## src/pkg/adc_ctl_pkg.sv

```systemverilog
// constants shared by the converter control block and its host bridge
package adc_ctl_pkg;
  // link register indices
  localparam logic [1:0] REG_CTL_ONE = 2'h0;
  localparam logic [1:0] REG_CTL_TWO = 2'h1;
  localparam logic [1:0] REG_RESULT = 2'h2;
  // converter_control_one fields
  localparam int PEND_BIT = 7;
  localparam int IRQ_EN_BIT = 6;
  localparam int START_BIT = 5;
  localparam int REF_BIT = 4;
  localparam int CHAN_LSB = 0;
  localparam int CHAN_W = 4;
  // converter_control_two fields
  localparam int STROBE_EN_BIT = 4;
  localparam int DIV_LSB = 2;
  localparam int ISRC_BIT = 1;
  localparam int GAIN_BIT = 0;
  localparam logic [7:0] CTL_ONE_RST = 8'h00;
  localparam logic [7:0] CTL_TWO_RST = 8'h00;
  localparam logic [7:0] RESULT_RST = 8'h00;
  // timing
  localparam int CLK_PERIOD_NS = 10;
  localparam int START_DELAY_NS = 1000;
  localparam int CONV_CYCLE_NS = 1000;
  localparam int START_DELAY_CYC =
    (START_DELAY_NS + CLK_PERIOD_NS - 1) / CLK_PERIOD_NS;
  localparam int CONV_CYCLE_CYC = CONV_CYCLE_NS / CLK_PERIOD_NS;
  localparam int CONV_BITS = 8;
  localparam int CNT_W = 13;
  // wishbone byte addresses of the host bridge
  localparam logic [7:0] WB_CTL_ONE = 8'h00;
  localparam logic [7:0] WB_CTL_TWO = 8'h04;
  localparam logic [7:0] WB_RESULT = 8'h08;
  localparam logic [7:0] WB_IRQ_STAT = 8'h0c;
  localparam logic [7:0] WB_IRQ_CLR = 8'h10;
  localparam logic [7:0] WB_IRQ_EN = 8'h14;
  localparam logic [7:0] IRQ_RST = 8'h00;
  // host interrupt status bits
  localparam int EV_CONV_IRQ = 0;
  localparam int EV_IDLE = 1;

  // clock cycles of one divided conversion clock period
  function automatic logic [CNT_W-1:0] tick_cycles(input logic [1:0] div);
    logic [CNT_W-1:0] base;
    base = CNT_W'(CONV_CYCLE_CYC);
    return base << div;
  endfunction
endpackage

```

## src/pkg/adc_link_if.sv

```systemverilog
// register link between the host bridge and the converter control block
interface adc_link_if;
  logic [1:0] addr;
  logic wr;
  logic rd;
  logic [7:0] wdata;
  logic [7:0] rdata;
  logic irq;
  logic busy;

  modport device (input addr, wr, rd, wdata, output rdata, irq, busy);
  modport host (output addr, wr, rd, wdata, input rdata, irq, busy);
endinterface

```

## src/design/adc_conversion_control.sv

```systemverilog
// converter control registers, trigger logic and conversion sequencer
// Operation
// RULE_01 - pending flag sets when result is latched
// RULE_02 - write one keeps pending, zero clears
// RULE_03 - interrupt asserted while enabled and pending
// RULE_04 - software starts by writing start bit
// RULE_05 - busy reads high throughout any conversion
// RULE_06 - writing zero to busy is ignored
// RULE_07 - reference bit picks bandgap or supply
// RULE_08 - channel sampled at trigger, held during conversion
// RULE_09 - channel readback shows last written value
// RULE_10 - strobe mode off: only software starts
// RULE_11 - divider bits divide conversion clock by 1,2,4,8
// RULE_12 - current source bit switches generator on/off
// RULE_13 - gain bit latched at trigger, held steady
// RULE_14 - first control register eight bits, read/write
// RULE_15 - software polls busy, not pending, for completion
// RULE_16 - software uses whole writes keeping pending
// RULE_17 - strobe edge starts conversion, ignored while busy
// RULE_18 - busy at once, sampling after 1 us
// RULE_19 - reset clears both control registers
//
// Decided for this implementation: the register offsets and the Wishbone slave port.
module adc_conversion_control
  import adc_ctl_pkg::*;
(
  // clock and reset
  input wire logic clk_i,
  input wire logic rst_i,
  // register link
  adc_link_if.device link,
  // timer strobe and converter data
  input wire logic pwm_conversion_strobe_i,
  input wire logic [7:0] analog_result_i,
  // converter controls
  output logic reference_select_o,
  output logic current_source_enable_o,
  output logic [3:0] channel_applied_o,
  output logic gain_applied_o,
  output logic [1:0] divider_applied_o,
  output logic sample_phase_o,
  output logic bit_tick_o
);

  typedef enum logic [3:0] {
    S_IDLE = 4'b0001,
    S_DELAY = 4'b0010,
    S_CONV = 4'b0100,
    S_TAIL = 4'b1000
  } conv_state_t;

  conv_state_t state_q, state_d;
  logic pend_q, pend_d;
  logic irq_en_q, irq_en_d;
  logic busy_q, busy_d;
  logic ref_q, ref_d;
  logic [3:0] chan_q, chan_d;
  logic strobe_en_q, strobe_en_d;
  logic [1:0] div_q, div_d;
  logic isrc_q, isrc_d;
  logic gain_q, gain_d;
  logic [7:0] result_q, result_d;
  logic [3:0] chan_act_q, chan_act_d;
  logic gain_act_q, gain_act_d;
  logic [1:0] div_act_q, div_act_d;
  logic [CNT_W-1:0] cnt_q, cnt_d;
  logic [3:0] bits_q, bits_d;
  logic strobe_q;
  logic [7:0] rdata_q;
  logic irq_q;

  wire wr_one = link.wr && link.addr == REG_CTL_ONE;
  wire wr_two = link.wr && link.addr == REG_CTL_TWO;
  wire strobe_rise = pwm_conversion_strobe_i && !strobe_q;
  // software start only with strobe mode off and converter idle
  wire sw_start = wr_one && link.wdata[START_BIT] && !strobe_en_q
    && !busy_q; // [RULE_04] [RULE_10]
  wire hw_start = strobe_en_q && strobe_rise && !busy_q; // [RULE_17]
  wire trigger = sw_start || hw_start;
  wire cnt_done = cnt_q == '0;
  wire last_bit = bits_q == 4'(CONV_BITS - 1);
  wire latch_result = state_q == S_CONV && cnt_done && last_bit;
  wire [7:0] ctl_one = {pend_q, irq_en_q, busy_q, ref_q, chan_q};
  wire [7:0] ctl_two = {3'h0, strobe_en_q, div_q, isrc_q, gain_q};

  // register writes and hardware updates
  always_comb
  begin
    irq_en_d = irq_en_q;
    ref_d = ref_q;
    chan_d = chan_q;
    strobe_en_d = strobe_en_q;
    div_d = div_q;
    isrc_d = isrc_q;
    gain_d = gain_q;
    if (wr_one)
    begin
      irq_en_d = link.wdata[IRQ_EN_BIT]; // [RULE_14]
      ref_d = link.wdata[REF_BIT]; // [RULE_07]
      chan_d = link.wdata[CHAN_LSB +: CHAN_W]; // [RULE_09]
    end
    if (wr_two)
    begin
      strobe_en_d = link.wdata[STROBE_EN_BIT];
      div_d = link.wdata[DIV_LSB +: 2];
      isrc_d = link.wdata[ISRC_BIT]; // [RULE_12]
      gain_d = link.wdata[GAIN_BIT];
    end
    // hardware set beats a clearing write in the same cycle
    pend_d = latch_result
      || (pend_q && !(wr_one && !link.wdata[PEND_BIT])); // [RULE_01] [RULE_02]
  end

  // conversion sequencer
  always_comb
  begin
    state_d = state_q;
    busy_d = busy_q;
    cnt_d = cnt_q;
    bits_d = bits_q;
    result_d = result_q;
    chan_act_d = chan_act_q;
    gain_act_d = gain_act_q;
    div_act_d = div_act_q;
    unique case (state_q)
      S_IDLE:
        if (trigger)
        begin
          state_d = S_DELAY;
          busy_d = 1'b1; // [RULE_18] [RULE_05]
          cnt_d = CNT_W'(START_DELAY_CYC - 1);
          chan_act_d = chan_d; // [RULE_08]
          gain_act_d = gain_q; // [RULE_13]
          div_act_d = div_q;
        end
      S_DELAY:
        if (cnt_done)
        begin
          state_d = S_CONV; // [RULE_18]
          bits_d = 4'h0;
          cnt_d = tick_cycles(div_act_q) - CNT_W'(1); // [RULE_11]
        end
        else
          cnt_d = cnt_q - CNT_W'(1);
      S_CONV:
        if (cnt_done)
        begin
          cnt_d = tick_cycles(div_act_q) - CNT_W'(1);
          bits_d = bits_q + 4'h1;
          if (last_bit)
          begin
            state_d = S_TAIL;
            result_d = analog_result_i; // [RULE_01]
          end
        end
        else
          cnt_d = cnt_q - CNT_W'(1);
      S_TAIL:
        if (cnt_done)
        begin
          state_d = S_IDLE;
          busy_d = 1'b0; // [RULE_05] [RULE_06]
        end
        else
          cnt_d = cnt_q - CNT_W'(1);
    endcase
  end

  always_ff @(posedge clk_i)
  begin
    if (rst_i)
    begin
      state_q <= S_IDLE;
      pend_q <= CTL_ONE_RST[PEND_BIT]; // [RULE_19]
      irq_en_q <= CTL_ONE_RST[IRQ_EN_BIT];
      busy_q <= CTL_ONE_RST[START_BIT];
      ref_q <= CTL_ONE_RST[REF_BIT];
      chan_q <= CTL_ONE_RST[CHAN_LSB +: CHAN_W];
      strobe_en_q <= CTL_TWO_RST[STROBE_EN_BIT];
      div_q <= CTL_TWO_RST[DIV_LSB +: 2];
      isrc_q <= CTL_TWO_RST[ISRC_BIT];
      gain_q <= CTL_TWO_RST[GAIN_BIT];
      result_q <= RESULT_RST;
      chan_act_q <= CTL_ONE_RST[CHAN_LSB +: CHAN_W];
      gain_act_q <= CTL_TWO_RST[GAIN_BIT];
      div_act_q <= CTL_TWO_RST[DIV_LSB +: 2];
      cnt_q <= '0;
      bits_q <= 4'h0;
      strobe_q <= 1'b0;
    end
    else
    begin
      state_q <= state_d;
      pend_q <= pend_d;
      irq_en_q <= irq_en_d;
      busy_q <= busy_d;
      ref_q <= ref_d;
      chan_q <= chan_d;
      strobe_en_q <= strobe_en_d;
      div_q <= div_d;
      isrc_q <= isrc_d;
      gain_q <= gain_d;
      result_q <= result_d;
      chan_act_q <= chan_act_d;
      gain_act_q <= gain_act_d;
      div_act_q <= div_act_d;
      cnt_q <= cnt_d;
      bits_q <= bits_d;
      strobe_q <= pwm_conversion_strobe_i;
    end
  end

  // registered read data and interrupt
  wire [7:0] rd_mux = link.addr == REG_CTL_ONE ? ctl_one
    : link.addr == REG_CTL_TWO ? ctl_two
    : link.addr == REG_RESULT ? result_q : 8'h00;

  always_ff @(posedge clk_i)
  begin
    if (rst_i)
    begin
      rdata_q <= 8'h00;
      irq_q <= 1'b0;
    end
    else
    begin
      rdata_q <= rd_mux;
      irq_q <= irq_en_d && pend_d; // [RULE_03]
    end
  end

  assign link.rdata = rdata_q;
  assign link.irq = irq_q;
  assign link.busy = busy_q;
  assign reference_select_o = ref_q; // [RULE_07]
  assign current_source_enable_o = isrc_q; // [RULE_12]
  assign channel_applied_o = chan_act_q; // [RULE_08]
  assign gain_applied_o = gain_act_q; // [RULE_13]
  assign divider_applied_o = div_act_q; // [RULE_11]
  assign sample_phase_o = state_q == S_CONV && bits_q == 4'h0;
  assign bit_tick_o = state_q == S_CONV && cnt_done;

endmodule // adc_conversion_control

```

## src/flat_wrapper.sv

```systemverilog
// flat-port wrapper written by rule: the top's interface ports become plain ports
module adc_conversion_control_flat import adc_ctl_pkg::*;
  (clk_i, rst_i, pwm_conversion_strobe_i, analog_result_i, reference_select_o, current_source_enable_o, channel_applied_o, gain_applied_o, divider_applied_o, sample_phase_o, bit_tick_o, link_addr, link_wr, link_rd, link_wdata, link_rdata, link_irq, link_busy);
  adc_link_if link_i ();
  input wire logic clk_i;
  input wire logic rst_i;
  input wire logic pwm_conversion_strobe_i;
  input wire logic [7:0] analog_result_i;
  output logic reference_select_o;
  output logic current_source_enable_o;
  output logic [3:0] channel_applied_o;
  output logic gain_applied_o;
  output logic [1:0] divider_applied_o;
  output logic sample_phase_o;
  output logic bit_tick_o;
  input wire logic [$bits(link_i.addr)-1:0] link_addr;
  input wire logic [$bits(link_i.wr)-1:0] link_wr;
  input wire logic [$bits(link_i.rd)-1:0] link_rd;
  input wire logic [$bits(link_i.wdata)-1:0] link_wdata;
  output wire logic [$bits(link_i.rdata)-1:0] link_rdata;
  output wire logic [$bits(link_i.irq)-1:0] link_irq;
  output wire logic [$bits(link_i.busy)-1:0] link_busy;
  assign link_i.addr = link_addr;
  assign link_i.wr = link_wr;
  assign link_i.rd = link_rd;
  assign link_i.wdata = link_wdata;
  assign link_rdata = link_i.rdata;
  assign link_irq = link_i.irq;
  assign link_busy = link_i.busy;
  adc_conversion_control u_core (.clk_i(clk_i), .rst_i(rst_i), .link(link_i), .pwm_conversion_strobe_i(pwm_conversion_strobe_i), .analog_result_i(analog_result_i), .reference_select_o(reference_select_o), .current_source_enable_o(current_source_enable_o), .channel_applied_o(channel_applied_o), .gain_applied_o(gain_applied_o), .divider_applied_o(divider_applied_o), .sample_phase_o(sample_phase_o), .bit_tick_o(bit_tick_o));
endmodule
```

## config.mk

```make
export PLATFORM = sky130hd
export DESIGN_NAME = adc_conversion_control_flat
export DESIGN_NICKNAME = d
export VERILOG_FILES = /design/src/pkg/adc_ctl_pkg.sv /design/src/pkg/adc_link_if.sv /design/src/design/adc_conversion_control.sv /design/src/flat_wrapper.sv
export SDC_FILE = /design/constraint.sdc
export NUM_CORES = 1
export LEC_CHECK = 0
export BUFFER_PORTS_ARGS = -buffer_cell sky130_fd_sc_hd__buf_2
export CAP_MARGIN = 20
export CORE_MARGIN = 4
export CORE_UTILIZATION = 56
export DETAILED_ROUTE_END_ITERATION = 6
export HOLD_SLACK_MARGIN = 0.08
export PLACE_DENSITY_LB_ADDON = 0.2
export SLEW_MARGIN = 30
export SYNTH_ARGS = -nofsm -noshare
export SYNTH_HDL_FRONTEND = slang
export SYNTH_SLANG_ARGS = --single-unit
```

## constraint.sdc

```tcl
create_clock -name clk_i -period 2.3 [get_ports clk_i]
set_clock_uncertainty 0.15 [all_clocks]
set_input_delay 0.23 -clock clk_i [delete_from_list [all_inputs] [get_ports clk_i]]
set_output_delay 0.23 -clock clk_i [all_outputs]
set_load 0.05 [all_outputs]
```

==> reports/results.tsv <==
stage	metric	value	unit
run	maxCapViolCount	0	
yosys	avgSynthCellArea	9.308	µm²
power	p_per_area	749.0	nW/µm²
sta	worst_pin_slew	0.5946	ns
sta	finalHoldViolations	0	
routing	via_per_inst	5.572	
floorplanning	die_y	80.25	µm
sta	fmax	0.4589	GHz
power	p_leak	1.523	nW
global_routing	grt-busiest-layer	met2	
routing	drt_iter0_drc	163	
finish	area_delta_synth_final	28.85	%
yosys	ys_ff_latch	59	
cts	cts_tree	built	
routing	drc	0	
setup_path	worstSetupPathType	reg -> out	
routing	wl_per_cell	15.03	µm
run_status	status	completed	
yosys	async_flop_share	0	%
routing	ant_nets	0	
yosys	ys.flop_type	dfxtp_1	
routing	drtPass1Iterations	4	
yosys	synth_area	2923	µm²
setup_path	worstRegToRegCells	8	
global_routing	grt_pass1_vias	2560	
placement	place.gp.congestion	0.9084	
cts	cts-root-buf	clkbuf_8	
floorplanning	ios	44	
setup_path	crit_arrival	1.80	ns
yosys	syn_inst	314	
cts	cts_inserted_buffers	9	
yosys	synth_fp_nets	346	
cts	clk_latency	0.34	ns
setup_path	cp-start-kind	register	
sta	period_needed	2.179	ns
setup_path	cp_slowest_cell	dfxtp_1	
setup_path	path_cells	inv_2, ha_4, nor4b_4, nand4_4, nor2_4, buf_8	
global_routing	grt_usage	22.95	%
yosys	synth_cell_types	65	
global_routing	grt_pass1_wl	11.46	mm
placement	buffer_ports.inserted	42	
global_routing	overflow	0	
yosys	synth_edf_count	0	
global_routing	grt_start_max_net_pins	37	
setup_path	critPathMaxStageDelay	0.33	ns
yosys	yosysSeqAreaShare	40.41	%
sta	relSlewSlack	60.21	%
power	power.total	2.821	mW
setup_path	endpoint_kind	output port	
floorplanning	start_util	57.59	%
global_routing	antenna_found_initial	0	
floorplanning	num_rows	26	
cts	cts.sinks	59	
cts	max-clock-path-buffers	2	
finish	nets	427	
sta	setup_viol	0	
global_routing	grt_use_met2	37.17	%
sta	period_share	94.74	%
cts	path_clk_slew	0.08	ns
routing	drt_wl_total	7.063	mm
routing	num_vias	2619	
floorplanning	die_area	6439	µm²
hold_path	hold_depth	4	
setup_path	path_max_fanout	7	
finish	antenna_cells	0	
setup_path	rrSetupSlack	0.14	ns
finish	layout-drive-gt1-share	28.50	%
sta	maxSlewViolCount	0	
sta	tns	0	ns
floorplanning	core_region_area	5075	µm²
hold_path	min_path_type	in -> reg	
global_routing	grt.met3_usage	5.605	%
placement	dpl.hpwl	4.654	mm
setup_path	critPathRequiredTime	1.92	ns
power	vdd_drop_max	0.0005155	V
global_routing	use_met1	28.27	%
yosys	ys_warn_count	0	
cts	h-tree-depth	3	
floorplanning	die_w	80.25	µm
-- what timing repair did --
action                     4_1_cts  5_1_grt
setup endpoints to repair        1       20
gates resized for setup          3       14
hold buffers                    21        0
buffers inserted                 0        8
hold endpoints to repair        22        0
pin swaps                        0        2
-- power breakdown --
group / internal (mW) / total [mW] / switching [mW]
logic: 0.378 / 0.802 / 0.424
registers: 1.07 / 1.14 / 0.0697
clock network: 0.428 / 0.878 / 0.449
-- registers in the layout (all words and copies together) (netlist names), 2 cells and up --
name	count
u_core.chan_q	4
u_core.cnt_q	13
u_core.link.rdata	8
u_core.state_q	4
u_core.bits_q	4
u_core.result_q	8
u_core.channel_applied_o	4
u_core.divider_applied_o	2
u_core.div_q	2
-- worst max-delay path, delay by kind of cell (launching register included) --
kind	cells	cell delay, ns
DFF	1	0.33
buffers and inverters	2	0.25
adders and majority gates	1	0.12
and+or+nand+nor	3	0.75
-- layout make-up --
| type | count | area, µm² |
|---|---|---|
| Multi-Input combinational cell | 225 | 1629 |
| Fill cell | 408 | 1309 |
| Sequential cell | 59 | 1185 |
| Timing Repair Buffer | 88 | 630.6 |
| Clock buffer | 10 | 137.6 |
| Tap cell | 70 | 87.58 |
| Clock inverter | 6 | 48.80 |
| Inverter | 12 | 47.55 |
-- metrics by stage --
step	cells	hold WS, ns	utilization [%]	worst slack [ns]	cell area (µm²)
6_report	470	0.1176	74.21	0.1209	3766
4_1_cts	462	0.1062	72.26	0.01691	3667
2_1_floorplan	314	0.2082	-	0.1198	2929
3_3_place_gp	425	0.2963	64.13	0.09332	3254
3_5_place_dp	425	0.2970	64.13	0.08130	3254
5_1_grt	470	0.09664	74.21	-0.009842	3766
-- layer usage --
layer / part of all wire, % / vias to the layer above
met3: 4.8 / 15
met1: 45 / 1243
met5: 0 / -
met2: 48 / 67
met4: 1.9 / 0
li1: - / 1294
-- final timing paths --
path,end,start
setup reg to reg,u_core.cnt_q[5]$_SDFFE_PP0P_,u_core.cnt_q[1]$_SDFFE_PP0P_
setup / recovery,bit_tick_o,u_core.cnt_q[1]$_SDFFE_PP0P_
hold / removal,u_core.pend_q$_SDFF_PP0_,link_wdata[7]
hold reg to reg,u_core.channel_applied_o[0]$_SDFFE_PP0P_,u_core.channel_applied_o[0]$_SDFFE_PP0P_
-- synth_stat cells, drive strengths merged, types with 4 or more instances --
| master | count | area share [%] |
|---|---|---|
| dfxtp | 59 | 40 |
| nor4b | 6 | 2.8 |
| inv | 12 | 1.5 |
| o21ai | 6 | 1.2 |
| nor2 | 46 | 6.0 |
| mux2i | 27 | 9.2 |
| o31ai | 4 | 1.0 |
| nor3 | 12 | 2.7 |
| buf | 10 | 2.5 |
| ha | 9 | 3.9 |
| clkbuf | 8 | 1.4 |
| a21oi | 22 | 3.9 |
| nand3 | 9 | 1.5 |
| nand2 | 22 | 2.8 |
-- cells by family after synthesis --
logic type               synth area share [%]
AO/OA/AOI/OAI                           15.63
buffers and inverters                   5.393
adder cells (fa/ha/maj)                 3.853
AND/OR/NAND/NOR                         23.80
multiplexers                            10.02
XOR/XNOR                               0.8991
flip-flops                              40.41
-- placed cells by master, fill, tap and decap left out, types with 3 or more instances in the layout --
| cell type | count |
|---|---|
| a211oi_1 | 3 |
| and2_1 | 3 |
| mux2i_1 | 27 |
| clkinvlp_4 | 3 |
| ha_1 | 8 |
| clkbuf_8 | 10 |
| nand3b_1 | 3 |
| nor4b_1 | 3 |
| o31ai_1 | 4 |
| nor3_2 | 4 |
| dfxtp_1 | 58 |
| a22o_1 | 3 |
| inv_1 | 10 |
| dlygate4sd3_1 | 21 |
| nand2_1 | 22 |
| nor2_1 | 44 |
| buf_2 | 41 |
| o21ai_0 | 5 |
| a221oi_1 | 3 |
| buf_4 | 24 |
| nor3_1 | 8 |
| nand3_1 | 9 |
| a21oi_1 | 21 |
Power figures use the tool's default switching activity.
